$ cat src/rtl/eec_pkg.sv
// eec_pkg: shared constants, types and helpers for the eeprom host controller
package eec_pkg;

    // ==========================================================
    // clock and timing
    localparam int unsigned CLK_PERIOD_NS           = 20;
    localparam int unsigned ADDR_ACCESS_DELAY_NS    = 450;
    localparam int unsigned WE_PULSE_NS             = 150;
    localparam int unsigned WR_RECOVERY_US          = 500;
    localparam int unsigned ERASE_HOLD_MS           = 10;
    localparam int unsigned NS_PER_US               = 1000;
    localparam int unsigned NS_PER_MS               = 1000000;
    localparam int unsigned SYNC_STAGES             = 3;

    // ==========================================================
    // widths and pin values
    localparam int unsigned ADDR_W                  = 13;
    localparam int unsigned DATA_W                  = 8;
    localparam int unsigned CNT_W                   = 20;
    localparam int unsigned POLL_BIT                = 7;
    localparam logic [7:0]  ERASE_DATA              = 8'hff;
    localparam logic [19:0] CNT_ZERO                = 20'h00000;
    localparam logic [19:0] CNT_ONE                 = 20'h00001;
    localparam logic [19:0] CNT_MAX                 = 20'hfffff;

    // ==========================================================
    // commands and states
    typedef enum logic [1:0] {
        EEC_CMD_READ,
        EEC_CMD_WRITE,
        EEC_CMD_ERASE,
        EEC_CMD_CLEAR
    } eec_cmd_e;

    typedef enum logic [3:0] {
        EEC_ST_IDLE,
        EEC_ST_READ,
        EEC_ST_WR_SETUP,
        EEC_ST_WR_PULSE,
        EEC_ST_WR_GAP,
        EEC_ST_POLL,
        EEC_ST_WR_REC,
        EEC_ST_ERASE,
        EEC_ST_CLEAR
    } eec_state_e;

    // ==========================================================
    // least time in ns to whole cycles, rounded up, never below one
    function automatic logic [19:0] ns_to_cyc(input int unsigned ns);
        int unsigned c;
        c = (ns + CLK_PERIOD_NS - 1) / CLK_PERIOD_NS;
        if (c == 0) begin
            c = 1;
        end
        return c[19:0];
    endfunction

    localparam logic [19:0] ACC_CYC = ns_to_cyc(ADDR_ACCESS_DELAY_NS);
    localparam logic [19:0] WE_CYC  = ns_to_cyc(WE_PULSE_NS);
    localparam logic [19:0] SYNC_CYC = 20'(SYNC_STAGES);

endpackage

$ cat src/rtl/eec_sync_if.sv
// eec_sync_if: raw pin inputs and their synchronised values
`timescale 1ns/1ps
`default_nettype none
interface eec_sync_if;
    logic [8:0] raw;
    logic [8:0] sync;
    modport sampler (input raw, output sync);
    modport user    (output raw, input sync);
endinterface
`default_nettype wire

$ cat src/rtl/eec_pin_sync.sv
// eec_pin_sync: three-stage input sampler, takes a change once stages two and three agree
`timescale 1ns/1ps
`default_nettype none
module eec_pin_sync
    import eec_pkg::*;
(
    input  wire logic       clk,
    input  wire logic       rstn,
    eec_sync_if.sampler     sif
);
    // ==========================================================
    // sampler chain
    // stage one feeds only stage two; metastability stays there
    logic [8:0] s1_q;
    logic [8:0] s2_q;
    logic [8:0] s3_q;
    logic [8:0] val_q;

    always_ff @(posedge clk or negedge rstn) begin
        if (!rstn) begin
            s1_q <= 9'h000;
            s2_q <= 9'h000;
            s3_q <= 9'h000;
        end else begin
            s1_q <= sif.raw;
            s2_q <= s1_q;
            s3_q <= s2_q;
        end
    end

    always_ff @(posedge clk or negedge rstn) begin
        if (!rstn) begin
            val_q <= 9'h000;
        end else begin
            for (int i = 0; i < 9; i++) begin
                if (s2_q[i] == s3_q[i]) begin
                    val_q[i] <= s3_q[i];
                end
            end
        end
    end

    assign sif.sync = val_q;

endmodule // eec_pin_sync
`default_nettype wire

$ cat src/rtl/eec_host.sv
// eec_host: host controller driving the strobes of a byte-wide eeprom
// ==========================================================
`timescale 1ns/1ps
`default_nettype none
module eec_host
    import eec_pkg::*;
#(
    parameter logic [19:0] WR_RECOVERY_CYC =
        ns_to_cyc(WR_RECOVERY_US * NS_PER_US),
    parameter logic [19:0] ERASE_CYC       =
        ns_to_cyc(ERASE_HOLD_MS * NS_PER_MS),
    parameter bit          USE_RDY_PIN     = 1'b0
) (
    input  wire logic              clk,
    input  wire logic              rstn,
    input  wire logic              req,
    input  wire logic [1:0]        cmd,
    input  wire logic [12:0]       addr,
    input  wire logic [7:0]        wdata,
    output logic                   ready,
    output logic                   done,
    output logic [7:0]             rdata,
    output logic                   ce_n,
    output logic                   oe_n,
    output logic                   we_n,
    output logic                   oe_hv,
    output logic                   we_hv,
    output logic [12:0]            mem_addr,
    output logic [7:0]             dq_o,
    output logic                   dq_oe,
    input  wire logic [7:0]        dq_i,
    input  wire logic              rdy_busy_i
);
    // ==========================================================
    // pin sampling
    eec_sync_if sif ();
    assign sif.raw = {rdy_busy_i, dq_i};

    eec_pin_sync u_sync (
        .clk  (clk),
        .rstn (rstn),
        .sif  (sif.sampler)
    );

    logic [7:0] dq_s;
    logic       rdy_s;
    assign dq_s  = sif.sync[7:0];
    assign rdy_s = sif.sync[8];

    // ==========================================================
    // sequencer
    eec_state_e  state_q;
    eec_state_e  state_d;
    logic [19:0] cnt_q;
    logic [19:0] cnt_d;
    logic [19:0] limit;
    logic        hit;
    logic [7:0]  wdata_q;
    logic [12:0] addr_q;
    logic        poll_ok;

    // sampled bus lags the pins by the sampler depth
    assign hit   = (cnt_q == limit - CNT_ONE);
    assign ready = (state_q == EEC_ST_IDLE);
    // without USE_RDY_PIN only bit seven decides completion, the rest are undefined; with it the synchronised rdy_busy_i pin decides
    assign poll_ok = USE_RDY_PIN ? rdy_s
                   : (dq_s[POLL_BIT] == wdata_q[POLL_BIT]);

    always_comb begin
        case (state_q)
            // the agreement register adds one cycle behind the three stages
            EEC_ST_READ, EEC_ST_POLL: limit = ACC_CYC + SYNC_CYC + CNT_ONE;
            EEC_ST_WR_PULSE:          limit = WE_CYC;
            EEC_ST_WR_GAP:            limit = ACC_CYC;
            EEC_ST_WR_REC:            limit = WR_RECOVERY_CYC;
            EEC_ST_ERASE, EEC_ST_CLEAR: limit = ERASE_CYC;
            default:                  limit = CNT_ONE;
        endcase
    end

    always_comb begin
        state_d = state_q;
        cnt_d   = hit ? CNT_ZERO : cnt_q + CNT_ONE;
        case (state_q)
            EEC_ST_IDLE: begin
                cnt_d = CNT_ZERO;
                if (req) begin
                    case (eec_cmd_e'(cmd))
                        EEC_CMD_READ:  state_d = EEC_ST_READ;
                        EEC_CMD_WRITE: state_d = EEC_ST_WR_SETUP;
                        EEC_CMD_ERASE: state_d = EEC_ST_ERASE;
                        EEC_CMD_CLEAR: state_d = EEC_ST_CLEAR;
                        default:       state_d = EEC_ST_IDLE;
                    endcase
                end
            end
            EEC_ST_READ:     if (hit) state_d = EEC_ST_IDLE;
            EEC_ST_WR_SETUP: state_d = EEC_ST_WR_PULSE;
            EEC_ST_WR_PULSE: if (hit) state_d = EEC_ST_WR_GAP;
            EEC_ST_WR_GAP:   if (hit) state_d = EEC_ST_POLL;
            EEC_ST_POLL:     if (hit && poll_ok) state_d = EEC_ST_WR_REC;
            EEC_ST_WR_REC:   if (hit) state_d = EEC_ST_IDLE;
            EEC_ST_ERASE:    if (hit) state_d = EEC_ST_IDLE;
            EEC_ST_CLEAR:    if (hit) state_d = EEC_ST_IDLE;
            default:         state_d = EEC_ST_IDLE;
        endcase
    end

    // new requests are held off until the write and its recovery end
    always_ff @(posedge clk or negedge rstn) begin
        if (!rstn) begin
            state_q <= EEC_ST_IDLE;
            cnt_q   <= CNT_ZERO;
        end else begin
            state_q <= state_d;
            cnt_q   <= cnt_d;
        end
    end

    always_ff @(posedge clk or negedge rstn) begin
        if (!rstn) begin
            addr_q  <= 13'h0000;
            wdata_q <= 8'h00;
        end else if (ready && req) begin
            addr_q  <= addr;
            wdata_q <= wdata;
        end
    end

    // ==========================================================
    // pin drive, strobes registered from the next state, address loaded while the current state is idle
    always_ff @(posedge clk or negedge rstn) begin
        if (!rstn) begin
            ce_n  <= 1'b1;
            oe_n  <= 1'b1;
            we_n  <= 1'b1;
            oe_hv <= 1'b0;
            we_hv <= 1'b0;
            dq_o  <= 8'h00;
            dq_oe <= 1'b0;
        end else begin
            ce_n  <= 1'b0;
            oe_n  <= 1'b1;
            we_n  <= 1'b1;
            oe_hv <= 1'b0;
            we_hv <= 1'b0;
            dq_o  <= wdata_q;
            dq_oe <= 1'b0;
            case (state_d)
                EEC_ST_READ, EEC_ST_POLL: begin
                    oe_n <= 1'b0;
                end
                EEC_ST_WR_SETUP: begin
                    dq_oe <= 1'b1;
                end
                EEC_ST_WR_PULSE: begin
                    we_n  <= 1'b0;
                    dq_oe <= 1'b1;
                end
                EEC_ST_ERASE: begin
                    oe_hv <= 1'b1;
                    dq_o  <= ERASE_DATA;
                    dq_oe <= 1'b1;
                end
                EEC_ST_CLEAR: begin
                    oe_hv <= 1'b1;
                    we_hv <= 1'b1;
                end
                EEC_ST_WR_GAP: begin
                    ce_n <= 1'b0;
                end
                default: begin
                    ce_n <= 1'b1;
                end
            endcase
        end
    end

    always_ff @(posedge clk or negedge rstn) begin
        if (!rstn) begin
            mem_addr <= 13'h0000;
        end else if (state_q == EEC_ST_IDLE) begin
            mem_addr <= addr;
        end
    end

    // ==========================================================
    // answers
    always_ff @(posedge clk or negedge rstn) begin
        if (!rstn) begin
            done  <= 1'b0;
            rdata <= 8'h00;
        end else begin
            done <= (state_q != EEC_ST_IDLE) && (state_d == EEC_ST_IDLE);
            if (state_q == EEC_ST_READ && hit) begin
                rdata <= dq_s;
            end
        end
    end

    // ==========================================================
    // checks
    logic [19:0] gap_q;
    logic [19:0] since_q;

    always_ff @(posedge clk or negedge rstn) begin
        if (!rstn) begin
            gap_q   <= CNT_ZERO;
            since_q <= CNT_MAX;
        end else begin
            gap_q <= (state_q == EEC_ST_WR_PULSE) ? CNT_ZERO
                   : (gap_q == CNT_MAX) ? gap_q : gap_q + CNT_ONE;
            if (state_q == EEC_ST_POLL && state_d == EEC_ST_WR_REC) begin
                since_q <= CNT_ZERO;
            end else if (since_q != CNT_MAX) begin
                since_q <= since_q + CNT_ONE;
            end
        end
    end
endmodule // eec_host
`default_nettype wire

$ cat config.mk
export PLATFORM = sky130hd
export DESIGN_NAME = eec_host
export DESIGN_NICKNAME = d
export VERILOG_FILES = /design/src/rtl/eec_pkg.sv /design/src/rtl/eec_sync_if.sv /design/src/rtl/eec_pin_sync.sv /design/src/rtl/eec_host.sv
export SDC_FILE = /design/constraint.sdc
export NUM_CORES = 1
export LEC_CHECK = 0
export ABC_CLOCK_PERIOD_IN_PS = 2500
export BUFFER_PORTS_ARGS = -buffer_cell sky130_fd_sc_hd__buf_2
export CAP_MARGIN = 25
export CORE_MARGIN = 1
export CORE_UTILIZATION = 30
export CTS_CLUSTER_SIZE = 24
export DETAILED_ROUTE_END_ITERATION = 8
export GPL_TIMING_DRIVEN = 0
export PLACE_DENSITY = 0.54
export SYNTH_ARGS = -nofsm -noshare
export SYNTH_HDL_FRONTEND = slang
export SYNTH_SLANG_ARGS = --single-unit
$ cat constraint.sdc
create_clock -name clk -period 2.5 [get_ports clk]
set_clock_uncertainty 0.05 [all_clocks]
set_input_delay 0.25 -clock clk [delete_from_list [all_inputs] [get_ports clk]]
set_output_delay 0.25 -clock clk [all_outputs]
set_load 0.03 [all_outputs]
* Word-level counts from Yosys, hierarchy flattened
Index checks and enable logic that the tools add are counted.
Storage, ports and cells: bits in registers 100, input port bits 35, word-level logic and storage cells 86
Cells by class: $add $sub $neg 2, eq/ne operators 28, muxes and demuxes 17, reduce and logical (&&, ||, !) cells 15
Operator list (count):
- one-hot mux 19 bit (5 select lines) | 1
- 2-to-1 mux 20 bit | 2
- == test 4 x 3 -> 1 bit (second input constant) | 7
- one-hot mux 4 bit (6 select lines) | 1
- adder 20 x 1 -> 20 bit (second input constant) | 1
- == test 20 bit | 1
- 2-to-1 mux 4 bit | 5
- subtractor 20 x 1 -> 20 bit (second input constant) | 1
- == test 4 x 2 -> 1 bit (second input constant) | 4
- one-hot mux 4 bit (4 select lines) | 1
- == test 1 bit | 9
- == test 4 x 1 -> 1 bit (second input constant) | 2
- == test 4 bit (second input constant) | 2
- zero test 4 bit | 2
- 2-to-1 mux 8 bit | 1
- OR reduction 2 bit | 4
- OR reduction 7 bit | 1
- 2-to-1 mux 1 bit | 6
- == test 2 bit (second input constant) | 2
- logical AND 1 bit | 4
- nonzero test 4 bit | 1
- OR reduction 4 bit | 1
- OR reduction 3 bit | 1
- == test 2 x 1 -> 1 bit (second input constant) | 1
- zero test 2 bit | 1

* Longest topological paths before layout
Gate-level depths: netlist (run 1).
depth after elaboration 11, gate-level depth with buffers 11, gate-level depth less buffers 10

* Modules after synthesis
From an unflattened synthesis (run 1), not the netlist that was laid out.
Second synthesis, totals: cells, all modules 334, area total of the unflattened synthesis 4299.1 µm²
Modules (own cells, without submodules):
- eec_host | times used 1, cells each 289, area an instance 3296.9 µm²
- eec_pin_sync | times used 1, cells each 45, area an instance 1002.2 µm²

* Least setup slack after synthesis (run 1)
Ideal clock, no wire load.
kind register to register, start register state_q[1], end register oe_hv, data arrival time 2.539 ns, required time 2.372 ns, slack -0.167 ns, stages on the path, launching flop included 11, cells stage by stage dfrtp_1 -> buf_6 -> or4b_4 -> o21ai_2 -> mux2i_1 -> o2111ai_2 -> nor3_2 -> buf_6 -> mux2_2 -> nor3b_2 -> o21bai_1
Between the ends: longest elaborated chain between the ends 11, elaborated cells between the ends (all ways) 26, those cells by class add/sub (1); eq/ne (11); mux (8); reduce/logical (6)
RTL lines:
- start: declaration | RTL line eec_host.sv:52 | eec_state_e state_q;
- start signal: assignment | RTL line eec_host.sv:115 | state_q <= state_d;
- == test 4 bit, or another cell as far along | RTL line eec_host.sv:70, eec_host.sv:84
- OR reduction 2 bit | RTL line eec_host.sv:70 | case (state_q)
- one-hot mux 19 bit (5 select lines) | RTL line eec_host.sv:70
- subtractor 20 x 1 -> 20 bit | RTL line eec_host.sv:63 | assign hit = (cnt_q == limit - CNT_ONE);
- == test 20 bit | RTL line eec_host.sv:63
- logical AND 1 bit | RTL line eec_host.sv:101 | EEC_ST_POLL: if (hit && poll_ok) state_d = EEC_ST_WR_REC;
- 2-to-1 mux 4 bit | RTL line eec_host.sv:101
- one-hot mux 4 bit (6 select lines) (*) | RTL line eec_host.sv:84 | case (state_q)
- == test 4 x 3 -> 1 bit / == test 4 bit (equally long branches) | RTL line eec_host.sv:149 | case (state_d)
- OR reduction 2 bit (no line) (*)
- 2-to-1 mux 1 bit (*) | RTL line eec_host.sv:149
- end signal: assignment | RTL line eec_host.sv:145 | oe_hv <= 1'b0;
- end signal: assignment | RTL line eec_host.sv:161 | oe_hv <= 1'b1;
- end signal: assignment | RTL line eec_host.sv:166 | oe_hv <= 1'b1;
- end: declaration | RTL line eec_host.sv:26 | output logic oe_hv,
Mark *: on every way between the ends. The rest lies on a longest branch, timed or not. A chain may end at the register's enable or synchronous reset.

* Final worst setup path (run 1)
start register state_q[0], end register dq_o[3]
Between the ends: longest elaborated chain between the ends 10, elaborated cells between the ends (all ways) 24, those cells by class add/sub (1); eq/ne (10); mux (8); reduce/logical (5)
RTL lines:
- == test 4 bit, or another cell as far along | RTL line eec_host.sv:70, eec_host.sv:84
- OR reduction 2 bit | RTL line eec_host.sv:70
- one-hot mux 19 bit (5 select lines) | RTL line eec_host.sv:70
- subtractor 20 x 1 -> 20 bit | RTL line eec_host.sv:63
- == test 20 bit | RTL line eec_host.sv:63
- logical AND 1 bit | RTL line eec_host.sv:101
- 2-to-1 mux 4 bit | RTL line eec_host.sv:101
- one-hot mux 4 bit (6 select lines) (*) | RTL line eec_host.sv:84
- named net state_d[2] | RTL line eec_host.sv:53 | eec_state_e state_d;
- == test 4 x 3 -> 1 bit (*) | RTL line eec_host.sv:149
- 2-to-1 mux 8 bit (*) | RTL line eec_host.sv:149
- end signal: assignment | RTL line eec_host.sv:147 | dq_o <= wdata_q;
- end: declaration | RTL line eec_host.sv:29 | output logic [7:0] dq_o,
The timed path passes the listed nets; every way through them passes the cells marked *.

==> results.md, run 1 <==
- Final wirelength: 8.492 mm
- Drt wl/cell: 13.52 µm
- Clk buf depth: 2
- Status: finished with violations
- Max Cap Viol: 0
- Initial Utilization: 31.20%
- FF+latch count, synth: 100
- Multi-input gate area: 1674 µm²
- TritonCTS Buffers: 9
- Avg Synthesized Cell Area: 12.33 µm²
- Die ar.: 14410 µm²
- Clock transition at the registers of the reported paths: 0.07 ns
- Area delta synth->final: 31.42%
- CP arrival: 3.02 ns
- Setup Viol. Count Final: 45
- RSZ-0062 raised after global routing: true
- Final std cells w/o fill: 628
- Initial antenna violation count: 0
- Drc violations: 0
- Post-synthesis compound-gate area fraction: 6.164%
- Max stage delay on crit path: 0.55 ns
- VDD IR-drop max: 0.5304 mV
- Time the worst path needs with I/O delays and setup: 2.843 ns
- TritonCTS clock tree: yes
- Synth area leader: dfrtp_1
- Asr flop ratio synth: 100.0%
- GRT Residual Overflow: 0
- XOR/XNOR share of the synthesized area: 4.189%
- Worst R2R Setup Slack: -0.34 ns
- TritonRoute pass-1 iters: 4
- Setup ws final: -0.3430 ns
- Hold slack final: 0.08354 ns
- Pwr dens: 551.7 nW/µm²
- HP Class: in -> reg
- Commonest non-fill, non-tap cell in the layout: dfrtp_1
- Cells after Synth: 339
- Crit end category: flip-flop
- Num ports: 72
- Most frequent CP cell: buf_6
- CTS root buf: clkbuf_16
- Ant diodes: 0
- Worst Hold End: mem_addr[12]$_DFFE_PN0P_
- Main synth FF type: dfrtp_1
- Port-buffer cells: 70
- Vias per cell: 4.611
- Main combinational cell family by area after synthesis: simple AND/OR/NAND/NOR gates
- FF/Latch Area: 2509 µm²
- Post-route setup TNS: -9.091 ns
- Buf/Inv on CP: 2
- Clock tree sinks: 100
- Worst-Skew Late Latency: 0.34 ns
- Largest net degree at the start of global routing: 55
- Filler cells: 1308
- Min-Delay Startpoint: addr[12]
- CP top delay family: simple AND/OR/NAND/NOR gates
- Vias in the first global route: 2915
- Gr usage total: 12.56%
- Synth area leaders: dfrtp_1 58%, mux2_2 8.3%, nor2_1 3.4%
- Tot Pwr: 3.032 mW
- Post-synth EDFFs: 0
- Simple-Gate Fraction of Synth Area: 14.90%
- Synth Cell Area: 4182 µm²
- Hold depth: 2
- Final Hold Viols: 0
- H-tree lvl count: 3
- Layout cell share with drive strength beyond 1: 38.94%
- Fin. max-slew vios: 0
- Syn. warnings: 0
- Final nets: 486
- Routability cong.: 0.8352
- Critical path startpoint category: flip-flop
- CP max FO: 6
- Mux contribution to synthesized area: 8.827%
- Pleak: 2.685 nW
- Reg-to-Reg Start: state_q[0]$_DFF_PN0_
- Placed cells: 586
- Most frequent cells in the layout: 95 x dfrtp_1, 74 x buf_2, 34 x nor2_1
- Post-synthesis sequential area ratio: 59.93%
- Worst slew pin tran: 0.6255 ns
- Failing checks: setup timing
- Critical path type: reg -> reg
- Site row count: 42
- Post-Route Utilization: 41.01%
- Reg-to-reg endpoint: dq_o[3]$_DFF_PN0_
- Critical Path RT: 2.68 ns
- Adder-Cell Fraction of Synth Area: 3.112%
- Crit-path cells: buf_6 > nor4b_4 > a31oi_1 > xor2_1 > o211ai_2 > or4_4 > o311a_4 > nor3b_4 > buf_6 > or2_1
- Yosys cell types: 53
- F_max: 0.3517 GHz
- CP max stage cell: or4_4
- Relative slew margins: 58.30%
- Yosys top cell area share: 58.05%
- Core Region: 13400 µm²
- Worst Reg-to-Reg Cells: 10
- Via count: 2896
- Post-DP HPWL: 5.668 mm
- Period utilisation layout: 113.7%
- First-pass GRT wire length: 14.14 mm
- Synthesized net count: 378
- Die width: 120.1 µm
- Routed Antenna Nets: 0
- Initial DRC Count: 116
- Die Y: 120.1 µm
[metrics by stage]
| stage | area, µm² | worst slack, ns |
|---|---|---|
| floorplan | 4247 | -0.1122 |
| global placement | 4817 | -0.4751 |
| detailed placement | 4847 | -0.4683 |
| CTS | 5434 | -0.4061 |
| global route | 5495 | -0.4513 |
| finish | 5495 | -0.3430 |
[repair_timing]
action                                 4_1_cts  5_1_grt
gates resized for setup                     32       12
endpoints found under the hold margin       51        0
pin swaps                                   14        7
hold buffers                                 9        0
gates cloned                                 2        0
setup endpoints to repair                   59       48
buffers inserted                            12        5
[sequential cells by signal, indices dropped and copies added (netlist names), 8 cells and up]
signal	cells
cnt_q	20
mem_addr	13
dq_o	8
rdata	8
u_sync.s1_q	8
u_sync.s2_q	8
u_sync.s3_q	8
u_sync.sif.sync	8
wdata_q	8
[cell type report]
| cell class | count | area share, % |
|---|---|---|
| Multi-Input combinational cell | 213 | 30.46 |
| Buffer | 15 | 2.277 |
| Inverter | 9 | 0.6148 |
| Clock buffer | 11 | 4.235 |
| Sequential cell | 100 | 45.65 |
| Clock inverter | 5 | 0.6831 |
| Timing Repair Buffer | 99 | 12.07 |
| Tap cell | 176 | 4.007 |
[worst register-to-register path: stages (launching register included)]
cell      delay, ns
dfrtp_2        0.44
buf_6          0.13
nor4b_4        0.45
a31oi_1        0.11
xor2_1         0.20
o211ai_2       0.13
or4_4          0.55
o311a_4        0.16
nor3b_4        0.17
buf_6          0.14
or2_1          0.20
[metal layers]
layer / wire length (µm) / global-route usage, %
met4: 97 / 4.063
met3: 357 / 3.850
met1: 3933 / 16.08
met5: 0 / 0
met2: 4103 / 20.15
[worst max path at each step]
stage                         start                 to  slack (ns)  cells past startpoint
3_3_place_gp   state_q[1]$_DFF_PN0_    oe_hv$_DFF_PN0_       -0.48                     10
3_5_place_dp   state_q[1]$_DFF_PN0_    oe_hv$_DFF_PN0_       -0.47                     10
2_1_floorplan  state_q[1]$_DFF_PN0_  dq_o[7]$_DFF_PN0_       -0.11                      9
6_report       state_q[0]$_DFF_PN0_  dq_o[3]$_DFF_PN0_       -0.34                     10
4_1_cts        state_q[1]$_DFF_PN0_  dq_o[0]$_DFF_PN0_       -0.41                     10
5_1_grt        state_q[0]$_DFF_PN0_  dq_o[2]$_DFF_PN0_       -0.45                     11
[kinds of logic (layout without fill, tap and decap cells)]
| family | count (synthesis) | in the layout |
|---|---|---|
| buffers and inverters | 26 | 139 |
| flip-flops | 100 | 100 |
| AO/OA/AOI/OAI | 36 | 36 |
| XOR/XNOR | 20 | 20 |
| multiplexers | 33 | 33 |
| adder cells (fa/ha/maj) | 12 | 12 |
| AND/OR/NAND/NOR | 112 | 112 |
[where the power goes]
part           internal [mW]  switching [mW]  total, mW
combinational         0.0478          0.0531      0.101
sequential              1.65          0.0161       1.67
clock                  0.679           0.586       1.26
[synthesized netlist by cell type, types with 2 or more instances]
library cell   n
dfrtp_1       97
nor2_1        38
mux2_2        31
xor2_1        14
nand3_1       11
nand2_1       10
or2_1          9
clkbuf_1       8
inv_1          8
maj3_1         8
a21oi_1        7
and3_1         6
buf_2          6
xnor2_1        6
a31oi_1        5
nor3_1         5
o21ai_0        5
and4_1         4
ha_1           4
nor2b_1        4
a21o_1         3
dfstp_2        3
nand4_1        3
nor4_1         3
or4_1          3
a32o_1         2
buf_6          2
mux2i_1        2
nand2b_1       2
nor3b_1        2
o211ai_1       2
o21a_1         2
o21bai_1       2
or2_2          2
or3_1          2
(Power assumes the default switching activity.)
==> inputs of run 2 (changes only) <==
--- a/config.mk
+++ b/config.mk
@@ -13,6 +13,6 @@
 export CTS_CLUSTER_SIZE = 24
 export DETAILED_ROUTE_END_ITERATION = 8
-export GPL_TIMING_DRIVEN = 0
 export PLACE_DENSITY = 0.54
+export SKIP_CTS_REPAIR_TIMING = 1
 export SYNTH_ARGS = -nofsm -noshare
 export SYNTH_HDL_FRONTEND = slang
--- a/constraint.sdc
+++ b/constraint.sdc
@@ -3,3 +3,3 @@
 set_input_delay 0.25 -clock clk [delete_from_list [all_inputs] [get_ports clk]]
 set_output_delay 0.25 -clock clk [all_outputs]
-set_load 0.03 [all_outputs]
+set_load 0.05 [all_outputs]
==> run 2 against run 1 <==
The flow still finishes with violations (setup timing); design area is 0.41% higher; final cell count is 0.16% lower; worst hold slack hardly changed; count of clock-buffer cells in the layout is 1 lower; wire length is 4.5% lower; first-iteration DRC count is 5.2% lower; combinational power hardly changed; flip-flop and latch count stayed put; sequential power hardly changed; critical endpoint is now ce_n$_DFF_PN1_; largest power group unchanged.
==> results.md, run 2 (synthesized netlist as in run 1, its figures left out) <==
- Post-DP HPWL: 5.627 mm
- Max Cap Viol: 0
- Clk buf depth: 2
- Buf/Inv on CP: 1
- CP arrival: 2.99 ns
- Global routing's busiest layer: met2
- TritonCTS clock tree: yes
- Drc violations: 0
- First-pass GRT wire length: 13.63 mm
- Met1 Use GR: 15.34%
- Setup ws final: -0.2645 ns
- Site row count: 42
- Period utilisation layout: 110.6%
- GRT Residual Overflow: 0
- Routability cong.: 0.8083
- Top reg by flops: cnt_q
- Final Hold Viols: 0
- F_max: 0.3617 GHz
- Final nets: 485
- Clock tree sinks: 100
- Drt wl/cell: 12.93 µm
- Placed cells: 599
- TritonRoute pass-1 iters: 4
- HP Class: in -> reg
- Via count: 2845
- Largest registers: cnt_q x20, mem_addr x13
- Layout cell share with drive strength beyond 1: 38.36%
- Met2 Usage GRT: 19.11%
- Setup Viol. Count Final: 22
- Die Y: 120.1 µm
- Worst slew pin tran: 0.6991 ns
- Max stage delay on crit path: 0.53 ns
- CP max FO: 5
- Most frequent cells in the layout: 97 x dfrtp_1, 69 x buf_2, 38 x nor2_1
- Die ar.: 14410 µm²
- Time the worst path needs with I/O delays and setup: 2.765 ns
- H-tree lvl count: 3
- Pleak: 2.741 nW
- Initial antenna violation count: 0
- Final wirelength: 8.106 mm
- Design Area, Final: 5518 µm²
- DP Area: 4990 µm²
- Pwr dens: 604.4 nW/µm²
- Gr usage total: 12.25%
- VDD IR-drop max: 0.4392 mV
- Met3 usage: 3.850%
- Critical Path RT: 2.73 ns
- Filler cells: 1281
- TritonCTS Buffers: 9
- CTS root buf: clkbuf_16
- Crit end category: flip-flop
- Max reg flops: 20
- Port-buffer cells: 70
- Hold slack final: 0.08379 ns
- Critical path type: reg -> reg
- CP top delay family: simple AND/OR/NAND/NOR gates
- Status: finished with violations
- Worst-Skew Late Latency: 0.34 ns
- Routed Antenna Nets: 0
- Crit-path cells: or4b_4 > o21ai_2 > mux2i_1 > o2111ai_2 > or4_4 > o311a_4 > buf_4 > a32o_1 > a21o_1
- Commonest non-fill, non-tap cell in the layout: dfrtp_1
- Initial Utilization: 31.20%
- Initial DRC Count: 110
- Num ports: 72
- Failing checks: setup timing
- Fin. max-slew vios: 0
- Vias per cell: 4.537
- Ant diodes: 0
- Vias in the first global route: 2837
- CP max stage cell: or4b_4
- Clock transition at the registers of the reported paths: 0.07 ns
- Die width: 120.1 µm
- Critical path startpoint category: flip-flop
- Area delta synth->final: 31.96%
- Core Region: 13400 µm²
- RSZ-0062 raised after global routing: true
- Final std cells w/o fill: 627
- Largest net degree at the start of global routing: 56
- Relative slew margins: 53.40%
## run 2: cell types whose count changed in the layout (fill, tap and decap cells not counted), sizes merged
cell / delta
clkbuf: -7
buf: +5
bufinv: +3
clkinv: -1
clkinvlp: -1
## run 2: where the power goes
part / switching (mW) / internal, mW
Sequential: 0.0154 / 1.65
Clock: 0.592 / 0.980
Combinational: 0.0517 / 0.0464
Total: 0.659 / 2.68
## run 2: layout make-up
cell class	count	area, µm²	share of cell area, %
well taps	176	220.2	3.991
multi-input cells	213	1672	30.29
inverters	9	33.78	0.6122
flip-flops and latches	100	2506	45.42
clock inverters	6	111.4	2.018
clock buffers	10	229.0	4.150
repair buffers	113	745.7	13.51
## run 2: worst register-to-register path, stage by stage, from the launching register on
cell	delay (ns)
dfrtp_1	0.39
or4b_4	0.53
o21ai_2	0.08
mux2i_1	0.25
o2111ai_2	0.19
or4_4	0.53
o311a_4	0.14
buf_4	0.16
a32o_1	0.24
a21o_1	0.15
## run 2: metal layers
layer  share of wire (%)  vias up
li1                    -     1392
met1                  46     1376
met2                  47       67
met3                 4.9       10
met4                 2.0        0
met5                   0        -
## run 2: final timing paths
check	slack [ns]	cells past startpoint	from	to
max	-0.26	9	state_q[1]$_DFF_PN0_	ce_n$_DFF_PN1_
min	0.08	2	addr[12]	mem_addr[12]$_DFFE_PN0P_
max reg2reg	-0.26	9	state_q[1]$_DFF_PN0_	ce_n$_DFF_PN1_
min reg2reg	0.30	0	u_sync.s1_q[0]$_DFF_PN0_	u_sync.s2_q[0]$_DFF_PN0_
max in group asynchronous	1.27	3	rstn	u_sync.s1_q[4]$_DFF_PN0_
min in group asynchronous	0.46	2	rstn	cnt_q[11]$_DFF_PN0_
## run 2: per-stage QoR
stage          util, %  total power [mW]  setup WS (ns)  TNS (ns)
2_1_floorplan        -             1.716        -0.1122    -1.456
3_3_place_gp     37.24             1.784        -0.2056    -3.341
3_5_place_dp     37.24             1.788        -0.2169    -3.568
4_1_cts          39.78             3.393        -0.2936    -4.589
5_1_grt          41.18             3.454        -0.3695    -7.726
6_report         41.18             3.335        -0.2645    -4.045
